`src/logic/bus_node_consts.svh`:
```
/*
 * Constants of the bus node address decode and status block: offsets, field positions, region bounds, timing.
 * Assumes a single 10 MHz bus clock and a 30-bit location field below two transfer-size bits.
 */
// Overview of operation
// RULE_01 - Location bit 29 low selects memory space, high selects I/O space.
// RULE_02 - Top two address bits give transfer size and are not part of the location.
// RULE_03 - Memory references beyond installed memory get no confirmation from this node.
// RULE_04 - Node register space is sixteen 8 KB regions from 2000_0000 to 2001_ffff.
// RULE_05 - Own region starts at base plus slot number times 2000; it holds our registers.
// RULE_06 - Private space at 2002_0000 is served locally and never driven onto the bus.
// RULE_07 - Four 32 MB adapter windows start at 2400_0000, 2600_0000, 2800_0000.
// RULE_08 - The fourth adapter window starts at 2a00_0000, right after the third.
// RULE_09 - Longword references into a window are re-issued on that secondary bus.
// RULE_10 - Secondary address is 2000_0000 plus offset of the reference within its window.
// RULE_11 - Writing one to the halt bit stops the sequencers and idles them.
// RULE_12 - Writing one to the node reset bit clears all internal state.
// RULE_13 - Flag set when a single-bit confirmation code error was corrected.
// RULE_14 - Flag set when recovery from a transient error succeeded.
// RULE_15 - Sequence error flag set when returned read quadwords are missing.
// RULE_16 - Responder-busy timeout flag set when command keeps being refused until timeout.
// RULE_17 - Transaction timeout flag set when a responder never completes in time.
// RULE_18 - Local parity flag set when our receivers see bad parity on a cycle.
// RULE_19 - Flag set when bad parity is reported during our own command cycle.
// RULE_20 - Error flags stay set until written one; type and revision are read-only.
// RULE_21 - Power-low release without reset clears control logic only, memory kept.
// RULE_22 - Power-low release with reset asserted runs full initialization and self-test.
// RULE_23 - Bad parity asserts the fault line, withholds acknowledge and ignores the cycle.
`ifndef BUS_NODE_CONSTS_SVH
`define BUS_NODE_CONSTS_SVH

`define SPACE_IO_BIT      29
`define SIZE_HI_BIT       31
`define SIZE_LO_BIT       30
`define SIZE_LONGWORD     2'h0
`define NODE_SPACE_LO     30'h2000_0000
`define NODE_SPACE_HI     30'h2001_ffff
`define NODE_REGION_SIZE  30'h0000_2000
`define PRIV_SPACE_LO     30'h2002_0000
`define PRIV_SPACE_HI     30'h200f_ffff
`define WIN_SPACE_LO      30'h2400_0000
`define WIN_SPACE_HI      30'h2bff_ffff
`define WIN_SIZE          30'h0200_0000
`define WIN_OFS_MSB       24
`define SEC_ADDR_BASE     30'h2000_0000
`define SLOT_LSB          13
`define SLOT_MSB          16
`define REG_OFS_MSB       12
`define ERR_REG_OFS       13'h0004
`define BIT_HALT          31
`define BIT_NODE_RESET    30
`define BIT_CNF_FIXED     29
`define BIT_RECOVERED     28
`define BIT_SEQ_ERR       27
`define BIT_BUSY_TMO      26
`define BIT_TXN_TMO       25
`define BIT_LOCAL_PAR     24
`define BIT_CMD_PAR       23
`define FLAG_LSB          23
`define FLAG_MSB          29
`define REV_LSB           8
`define REV_MSB           15
`define TYPE_LSB          0
`define TYPE_MSB          7
`define DEV_TYPE_VAL      8'h5a
`define REV_VAL           8'h01
`define CLK_PERIOD_NS     100
`define SELFTEST_NS       2000
`define SELFTEST_CYCLES   ((`SELFTEST_NS + `CLK_PERIOD_NS - 1) / `CLK_PERIOD_NS)

`endif

```
`src/logic/bus_node_pkg.sv`:
```
/*
 * Types of the bus node address decode block: cycle carriers, request carriers, sequence states.
 * Assumes the constants header is compiled alongside.
 */
package bus_node_pkg;

	// One bus cycle as seen at the node receivers
	typedef struct packed {
		logic        valid;
		logic        from_bus;
		logic        write;
		logic [31:0] ad;
		logic [31:0] data;
		logic        parity;
	} bus_cycle_type;

	// Re-issue request to a secondary bus
	typedef struct packed {
		logic        valid;
		logic [1:0]  sel;
		logic        write;
		logic [29:0] addr;
		logic [31:0] data;
	} sec_req_type;

	// Error events reported by the node sequencers
	typedef struct packed {
		logic cnf_fixed;
		logic recovered;
		logic seq_err;
		logic busy_tmo;
		logic txn_tmo;
		logic cmd_par;
	} err_event_type;

	typedef enum logic [2:0] {
		ST_RUN  = 3'b001,
		ST_LOW  = 3'b010,
		ST_TEST = 3'b100
	} pwr_state_type;

endpackage

```
`src/logic/sync_2ff.sv`:
```
/*
 * Two-stage synchroniser for a vector of independent levels.
 * Assumes each bit is a slow level; multi-bit words must be stable while read.
 */
`timescale 1ns/1ps
module sync_2ff #(
	parameter int W = 1
) (
	input  wire logic         mclk_i,
	input  wire logic         sys_rst_i,
	input  wire logic [W-1:0] async_i,
	output logic      [W-1:0] sync_o
);
	logic [W-1:0] meta_reg;

	// First stage is read only by the second stage
	genvar g;
	generate
		for (g = 0; g < W; g++) begin : g_bit
			always_ff @(posedge mclk_i) begin
				if (sys_rst_i) begin
					meta_reg[g] <= 1'b0;
					sync_o[g]   <= 1'b0;
				end else begin
					meta_reg[g] <= async_i[g];
					sync_o[g]   <= meta_reg[g];
				end
			end
		end
	endgenerate
endmodule

```
`src/logic/bus_node_address_decode.sv`:
```
/*
 * Address decode, status register and power-low sequence of one bus node.
 * Assumes cycles arrive on mclk_i; slot, power-low and reset lines are pins and are synchronised here.
 */
`timescale 1ns/1ps
`include "bus_node_consts.svh"
module bus_node_address_decode
	import bus_node_pkg::*;
(
	input  wire logic          mclk_i,
	input  wire logic          sys_rst_i,
	input  wire bus_cycle_type cyc_i,
	input  wire logic [29:0]   mem_limit_i,
	input  wire err_event_type err_ev_i,
	input  wire logic [3:0]    slot_number_i,
	input  wire logic          power_low_line_i,
	input  wire logic          reset_line_i,
	output logic               acknowledge_confirm_o,
	output logic               parity_fault_line_o,
	output logic               parity_fault_line_oe_o,
	output logic               bus_issue_o,
	output logic               local_req_o,
	output logic [29:0]        local_addr_o,
	output sec_req_type        sec_req_o,
	output logic [31:0]        rdata_o,
	output logic               rdata_valid_o,
	output logic               halt_o,
	output logic               ctrl_clear_o,
	output logic               selftest_o
);
	// Inclusive range check used for the node, private and window space decodes
	function automatic logic in_range(input logic [29:0] a, input logic [29:0] lo, input logic [29:0] hi);
		in_range = (a >= lo) && (a <= hi);
	endfunction

	// Pin inputs through two flip-flops
	logic [3:0] slot_s;
	logic       pwr_low_s;
	logic       rst_line_s;
	sync_2ff #(.W(6)) u_sync (
		.mclk_i    (mclk_i),
		.sys_rst_i (sys_rst_i),
		.async_i   ({slot_number_i, power_low_line_i, reset_line_i}),
		.sync_o    ({slot_s, pwr_low_s, rst_line_s})
	);

	// Decode of the presented cycle
	wire [29:0] loc        = cyc_i.ad[29:0];                                      // [RULE_02]
	wire [1:0]  xfer_size  = cyc_i.ad[`SIZE_HI_BIT:`SIZE_LO_BIT];                 // [RULE_02]
	wire        io_space   = loc[`SPACE_IO_BIT];                                  // [RULE_01]
	wire        mem_hit    = !io_space && (loc < mem_limit_i);                    // [RULE_01] [RULE_03]
	wire        node_hit   = in_range(loc, `NODE_SPACE_LO, `NODE_SPACE_HI);       // [RULE_04]
	wire [29:0] own_base   = `NODE_SPACE_LO + 30'(slot_s) * `NODE_REGION_SIZE;    // [RULE_05]
	wire        own_hit    = node_hit && (loc[29:`SLOT_LSB] == own_base[29:`SLOT_LSB]);
	wire        priv_hit   = in_range(loc, `PRIV_SPACE_LO, `PRIV_SPACE_HI);       // [RULE_06]
	wire        win_hit    = in_range(loc, `WIN_SPACE_LO, `WIN_SPACE_HI);         // [RULE_07] [RULE_08]
	wire [29:0] win_rel    = loc - `WIN_SPACE_LO;
	wire [1:0]  win_idx    = win_rel[`WIN_OFS_MSB+2:`WIN_OFS_MSB+1];              // [RULE_07] [RULE_08]
	wire [29:0] win_ofs    = {5'h00, win_rel[`WIN_OFS_MSB:0]};
	wire [29:0] sec_addr   = `SEC_ADDR_BASE + win_ofs;                            // [RULE_10]
	wire        reg_hit    = own_hit && (loc[`REG_OFS_MSB:0] == `ERR_REG_OFS);
	wire        bad_par    = cyc_i.valid && cyc_i.from_bus && ((^{cyc_i.ad, cyc_i.data}) != cyc_i.parity);

	// State and flags
	pwr_state_type state_reg, state_next;
	logic [6:0]    flags_reg, flags_next;
	logic          halt_reg;
	logic [15:0]   test_cnt_reg;
	logic          pwr_low_d_reg;
	logic          nreset_pulse_reg;

	wire up_ok     = (state_reg == ST_RUN) && !nreset_pulse_reg;
	wire good_bus  = cyc_i.valid && cyc_i.from_bus && !bad_par && up_ok;         // [RULE_23]
	wire good_loc  = cyc_i.valid && !cyc_i.from_bus && up_ok;
	wire reg_wr    = good_bus && reg_hit && cyc_i.write;
	wire reg_rd    = good_bus && reg_hit && !cyc_i.write;
	wire win_go    = good_bus && win_hit && io_space && (xfer_size == `SIZE_LONGWORD) && !halt_reg; // [RULE_09]
	wire pwr_fall  = pwr_low_d_reg && !pwr_low_s;
	wire soft_rst  = nreset_pulse_reg;                                            // [RULE_12]

	// Event vector in flag order, high bit first
	wire [6:0] ev_vec = {err_ev_i.cnf_fixed, err_ev_i.recovered, err_ev_i.seq_err,  // [RULE_13] [RULE_14] [RULE_15]
	                     err_ev_i.busy_tmo, err_ev_i.txn_tmo, bad_par,            // [RULE_16] [RULE_17] [RULE_18]
	                     err_ev_i.cmd_par};                                       // [RULE_19]
	wire [6:0] w1c_vec = reg_wr ? cyc_i.data[`FLAG_MSB:`FLAG_LSB] : 7'h00;

	// Set wins over the write-one clear so a coincident event is kept
	assign flags_next = (flags_reg & ~w1c_vec) | ev_vec;                          // [RULE_20]

	wire [31:0] err_reg_view = {halt_reg, 1'b0, flags_reg, 7'h00,
	                            `REV_VAL, `DEV_TYPE_VAL};                         // [RULE_20]

	// Power-low sequence
	always_comb begin
		state_next = state_reg;
		case (state_reg)
			ST_RUN:  if (pwr_low_s) state_next = ST_LOW;
			ST_LOW:  if (pwr_fall) state_next = rst_line_s ? ST_TEST : ST_RUN;   // [RULE_21] [RULE_22]
			ST_TEST: if (test_cnt_reg == 16'(`SELFTEST_CYCLES - 1)) state_next = ST_RUN;
			default: state_next = ST_RUN;
		endcase
	end

	// Sequence state, self-test counter and line history
	always_ff @(posedge mclk_i) begin
		if (sys_rst_i) begin
			state_reg     <= ST_RUN;
			test_cnt_reg  <= 16'h0000;
			pwr_low_d_reg <= 1'b0;
		end else begin
			state_reg     <= soft_rst ? ST_RUN : state_next;
			test_cnt_reg  <= (state_reg == ST_TEST) ? test_cnt_reg + 16'h0001 : 16'h0000;
			pwr_low_d_reg <= pwr_low_s;
		end
	end

	// Status flags, halt and node reset; soft reset and power-low release clear them
	always_ff @(posedge mclk_i) begin
		if (sys_rst_i) begin
			flags_reg        <= 7'h00;
			halt_reg         <= 1'b0;
			nreset_pulse_reg <= 1'b0;
		end else if (soft_rst || (state_reg == ST_LOW && pwr_fall)) begin
			flags_reg        <= 7'h00;                                            // [RULE_12] [RULE_21]
			halt_reg         <= 1'b0;
			nreset_pulse_reg <= 1'b0;
		end else begin
			flags_reg        <= flags_next;
			if (reg_wr) halt_reg <= cyc_i.data[`BIT_HALT];                       // [RULE_11]
			nreset_pulse_reg <= reg_wr && cyc_i.data[`BIT_NODE_RESET];            // [RULE_12]
		end
	end

	// Bus facing answers: confirmation, parity fault and register read
	always_ff @(posedge mclk_i) begin
		if (sys_rst_i) begin
			acknowledge_confirm_o  <= 1'b0;
			parity_fault_line_o    <= 1'b0;
			parity_fault_line_oe_o <= 1'b0;
			rdata_o                <= 32'h0000_0000;
			rdata_valid_o          <= 1'b0;
		end else begin
			acknowledge_confirm_o  <= good_bus && (mem_hit || own_hit || win_go); // [RULE_03] [RULE_23]
			parity_fault_line_o    <= bad_par;                                    // [RULE_23]
			parity_fault_line_oe_o <= bad_par;
			rdata_o                <= reg_rd ? err_reg_view : 32'h0000_0000;
			rdata_valid_o          <= reg_rd;
		end
	end

	// Commander side routing and adapter re-issue; halt idles the issue paths
	always_ff @(posedge mclk_i) begin
		if (sys_rst_i) begin
			bus_issue_o  <= 1'b0;
			local_req_o  <= 1'b0;
			local_addr_o <= 30'h0000_0000;
			sec_req_o    <= '0;
		end else begin
			local_req_o     <= good_loc && priv_hit;                              // [RULE_06]
			local_addr_o    <= loc;
			bus_issue_o     <= good_loc && !priv_hit && !halt_reg;                // [RULE_06] [RULE_11]
			sec_req_o.valid <= win_go;                                            // [RULE_09]
			sec_req_o.sel   <= win_idx;
			sec_req_o.write <= cyc_i.write;                                       // [RULE_09]
			sec_req_o.addr  <= sec_addr;                                          // [RULE_10]
			sec_req_o.data  <= cyc_i.data;
		end
	end

	// Status lines toward the rest of the node
	always_ff @(posedge mclk_i) begin
		if (sys_rst_i) begin
			halt_o       <= 1'b0;
			ctrl_clear_o <= 1'b0;
			selftest_o   <= 1'b0;
		end else begin
			halt_o       <= halt_reg;                                             // [RULE_11]
			ctrl_clear_o <= (state_reg == ST_LOW && pwr_fall && !rst_line_s) || soft_rst; // [RULE_21]
			selftest_o   <= (state_next == ST_TEST);                              // [RULE_22]
		end
	end

	// Checks next to the logic
	chk_mem_no_ack: assert property (@(posedge mclk_i) disable iff (sys_rst_i) // [RULE_03]
		(cyc_i.valid && cyc_i.from_bus && !cyc_i.ad[29] && cyc_i.ad[29:0] >= mem_limit_i
		 && !own_hit && !win_go) |=> !acknowledge_confirm_o)
		else $error("absent memory confirmed");
	chk_par_nack: assert property (@(posedge mclk_i) disable iff (sys_rst_i) // [RULE_23]
		bad_par |=> (parity_fault_line_oe_o && parity_fault_line_o && !acknowledge_confirm_o && !rdata_valid_o))
		else $error("bad parity not handled");
	chk_priv_local: assert property (@(posedge mclk_i) disable iff (sys_rst_i) // [RULE_06]
		(good_loc && priv_hit) |=> (local_req_o && !bus_issue_o))
		else $error("private reference left the node");
	chk_win_addr: assert property (@(posedge mclk_i) disable iff (sys_rst_i) // [RULE_10]
		win_go |=> (sec_req_o.addr == `SEC_ADDR_BASE + (($past(loc) - `WIN_SPACE_LO) % `WIN_SIZE)))
		else $error("secondary address wrong");
	chk_win_sel: assert property (@(posedge mclk_i) disable iff (sys_rst_i) // [RULE_08]
		(win_go && loc >= 30'h2a00_0000) |=> (sec_req_o.valid && sec_req_o.sel == 2'h3))
		else $error("fourth window not selected");
	chk_win_size: assert property (@(posedge mclk_i) disable iff (sys_rst_i) // [RULE_09]
		sec_req_o.valid |-> $past(xfer_size == `SIZE_LONGWORD && !halt_reg))
		else $error("non-longword or halted re-issue");
	chk_flag_sticky: assert property (@(posedge mclk_i) disable iff (sys_rst_i) // [RULE_20]
		(flags_reg[1] && !w1c_vec[1] && !soft_rst && !(state_reg == ST_LOW && pwr_fall)) |=> flags_reg[1])
		else $error("flag dropped without clear");
	chk_flag_set: assert property (@(posedge mclk_i) disable iff (sys_rst_i) // [RULE_18]
		(bad_par && !soft_rst && !(state_reg == ST_LOW && pwr_fall)) |=> flags_reg[1])
		else $error("local parity flag not set");
	chk_halt_idle: assert property (@(posedge mclk_i) disable iff (sys_rst_i) // [RULE_11]
		halt_reg |=> !bus_issue_o && !sec_req_o.valid)
		else $error("issue while halted");
	chk_test_len: assert property (@(posedge mclk_i) disable iff (sys_rst_i) // [RULE_22]
		(state_reg == ST_LOW && pwr_fall && rst_line_s && !soft_rst) |=> (state_reg == ST_TEST) [*8])
		else $error("self-test too short");
	chk_warm_clear: assert property (@(posedge mclk_i) disable iff (sys_rst_i) // [RULE_21]
		(state_reg == ST_LOW && pwr_fall && !rst_line_s) |=> (ctrl_clear_o && state_reg == ST_RUN && flags_reg == 7'h00))
		else $error("warm clear missing");
	chk_node_reset: assert property (@(posedge mclk_i) disable iff (sys_rst_i) // [RULE_12]
		(reg_wr && cyc_i.data[`BIT_NODE_RESET] && state_reg == ST_RUN) |=> ##1 (flags_reg == 7'h00 && !halt_reg))
		else $error("node reset did not clear");
endmodule

```
`config.mk`:
```
export PLATFORM = sky130hd
export DESIGN_NAME = bus_node_address_decode
export DESIGN_NICKNAME = d
export VERILOG_FILES = /design/src/logic/bus_node_pkg.sv /design/src/logic/sync_2ff.sv /design/src/logic/bus_node_address_decode.sv
export VERILOG_INCLUDE_DIRS = /design/src /design/src/logic
export SDC_FILE = /design/constraint.sdc
export NUM_CORES = 1
export LEC_CHECK = 0
export BUFFER_PORTS_ARGS = -buffer_cell sky130_fd_sc_hd__buf_2
export CORE_UTILIZATION = 53
export DETAILED_ROUTE_END_ITERATION = 8
export PLACE_DENSITY = 0.86
export SLEW_MARGIN = 5
export SYNTH_ARGS = -nofsm -noshare
export SYNTH_HDL_FRONTEND = slang
export SYNTH_SLANG_ARGS = --single-unit
```
`constraint.sdc`:
```
create_clock -name mclk_i -period 5.1 [get_ports mclk_i]
set_input_delay 1.275 -clock mclk_i [delete_from_list [all_inputs] [get_ports mclk_i]]
set_output_delay 1.275 -clock mclk_i [all_outputs]
set_load 0.02 [all_outputs]
```
==> results.py <==
metrics = {
    "grt": {
        "grt_usage_pct": 24.5,
        "grt_overflow": 0,
        "antenna_found_initial": 0,
        "grtUsageMet2_pct": 40.5,
        "busiest_layer": "met2",
        "grt_pass1_wl_mm": 22.2,
        "grtUsageMet3_pct": 7.64,
        "first_global_vias": 4761,
        "grt_max_degree": 52,
        "met1_usage_pct": 29.5,
    },
    "routing": {
        "drt_drc_violations_left": 0,
        "drtAntennaViolNets": 0,
        "drt_iter0_drc": 251,
        "wl_per_cell_um": 13.8,
        "vias": 4992,
        "drt_wl_total_mm": 14.1,
        "via_per_inst": 4.88,
        "firstDrtPassIters": 6,
    },
    "setup_path": {
        "path_class": "in2reg",
        "critPathTopFamily": "XOR/XNOR gates",
        "end_kind": "register",
        "path_common_cell": "xnor2_1",
        "cp.required_ps": 5440,
        "path_max_fanout": 9,
        "cp_slowest_cell": "xnor3_1",
        "cp-start-kind": "input pin",
        "cp.arrival_ps": 3790,
        "crit_buf_inv": 2,
        "cpPeakStageDelay_ps": 370,
        "crit_chain": "buf_2 -> inv_1 -> ha_1 -> xnor2_1 -> xnor2_1 -> xnor2_1 -> xnor3_1 -> xnor3_1 -> nand2b_4 -> nor4_4 -> and2_1",
    },
    "synthesis": {
        "yosys_warnings": 0,
        "syn-cell-area_mm2": 0.00620,
        "synth-async-reset-ratio_pct": 0,
        "synth_cells": 666,
        "synth_area_leaders": "dfxtp_1 40%, ha_1 14%, buf_4 6.7%, xnor2_1 5.8%, nor2b_1 4.7%",
        "yosysTopAreaCell": "dfxtp_1",
        "ys_seq_area_share_pct": 39.7,
        "synth_cell_types": 50,
        "avgSynthCellArea_um2": 9.31,
        "synth_top_area_share_pct": 39.7,
        "ys.flop_type": "dfxtp_1",
        "synth_edf_count": 0,
        "synth-seq-cells": 123,
    },
    "clock_tree": {
        "cts_setup_buffers": 0,
        "cts_buffer_depth": 2,
        "clock-sinks": 123,
        "cts_hold_buf": 0,
        "cts_resized": 0,
        "clockRootBuffer": "clkbuf_16",
        "worstSkewPairLatency_ps": 400,
        "h-tree-depth": 4,
        "cts_tree": "done",
        "clk_pin_slew_ps": 50,
        "cts_buffers": 17,
    },
    "place": {
        "gp_congestion": 0.853,
        "place_inst": 992,
        "io_buffers": 225,
        "dp_hpwl_mm": 11.2,
    },
    "finish": {
        "largest_register_ffs": 36,
        "nets": 1049,
        "mostFrequentLayoutCells": "225 x buf_2, 123 x dfxtp_1, 71 x inv_1",
        "antenna_cells": 0,
        "final_cells": 1024,
        "multiInputGateArea_mm2": 0.00308,
        "final_common_cell": "buf_2",
        "syn_to_final_growth_pct": 25.3,
        "fill_cells": 932,
        "drive_gt1_share_pct": 30.1,
        "register_area_mm2": 0.00246,
    },
    "floorplanning": {
        "ios": 249,
        "dieArea_mm2": 0.0121,
        "dieHeight_um": 110,
        "die_w_um": 110,
        "initial_utilization_pct": 54.3,
        "core_area_mm2": 0.0114,
        "rows": 39,
    },
    "timing": {
        "max_freq_mhz": 290,
        "setup_viol": 0,
        "tightest_slew_ps": 914,
        "min_period_over_period_pct": 67.7,
        "fin_crit_ps": 3450,
        "skew_ps": 6.17,
        "finalSetupTns_ps": 0,
        "max_slew_margin_pct": 38.6,
        "finalHoldViolCount": 0,
        "maxSlewViolCount": 0,
        "rsz0062_at_grt": "no",
    },
    "power_and_ir_drop": {
        "vdd_drop_max_mv": 0.339,
        "p_leak_uw": 0.00401,
        "powerDensity_mw_per_mm2": 366,
    },
    "hold_path": {
        "worstHoldPathType": "reg2reg",
    },
    "job": {
        "maxCapViolCount": 0,
    },
    "run_status": {
        "outcome": "finished clean",
    },
}
kinds of logic (layout without fill, tap and decap cells):
group | count (synthesis) | count (layout) | synth area share (%)
AOI/OAI and AO/OA | 58 | 58 | 6.02
and+or+nand+nor | 210 | 210 | 18.8
xor gates and xnor gates | 64 | 64 | 9.61
adders and majority gates | 69 | 69 | 13.9
DFF | 123 | 123 | 39.7
other | 1 | 23 | 0.0605
buffers and inverters | 141 | 334 | 11.9
routing by layer:
metal	wire [um]	up-vias
met4	263	0
met5	0	-
met3	893	18
met1	6020	2288
met2	6900	184
li1	-	2502
report_power, final:
part | total, uW | switching [uW] | internal, uW
logic | 589 | 318 | 270
registers | 1020 | 17.0 | 1010
clock network | 1230 | 413 | 819
worst paths after layout:
kind,startpoint,endpoint,slack [ps],cells past startpoint
min,u_sync.meta_reg[4],u_sync.sync_o[4],440,1
max reg2reg,u_sync.sync_o[3],rdata_o[25],2960,8
min reg2reg,u_sync.meta_reg[4],u_sync.sync_o[4],440,1
max,cyc_i[55],rdata_o[25],1650,11
synth_stat cells (5+ instances only):
library cell  instances
dfxtp_1             123
inv_1                71
ha_1                 69
nor2_1               62
buf_4                55
nor2b_1              47
xnor2_1              41
xor2_1               20
nand2_1              17
nand3_1              15
nand4_1              15
a21o_1               12
a21oi_1              12
nor4_1               10
o21ai_0              10
a31oi_1               9
and2_1                9
clkbuf_1              7
nand2b_1              7
and3_1                6
nor3_1                5
metrics by stage:
step	worst slack, ps	hold WS, ps	total power [uW]	instance area, um^2	util (%)
detailed placement	1260	422	1630	7140	62.6
floorplan	1790	414	1490	6280	-
global placement	1340	417	1620	7140	62.6
finish	1650	435	2840	7770	68.0
global route	1470	461	2970	7770	68.0
CTS	1650	435	2870	7770	68.0
worst reg2reg max path, delay by kind of cell (launching register included):
kind	cells	cell delay [ps]
xor+xnor	1	140
buf+inv	1	90
flops	1	310
simple gates	5	1300
compound gates	1	260
area by class of cell:
type / instances / share of cell area (%)
multi-input combinational: 424 / 39.7
tap: 143 / 2.30
clock inverter: 10 / 1.79
timing repair buffer: 226 / 14.6
clock buffer: 22 / 6.23
inverter: 76 / 3.67
sequential: 123 / 31.7
(Power assumes the default switching activity.)
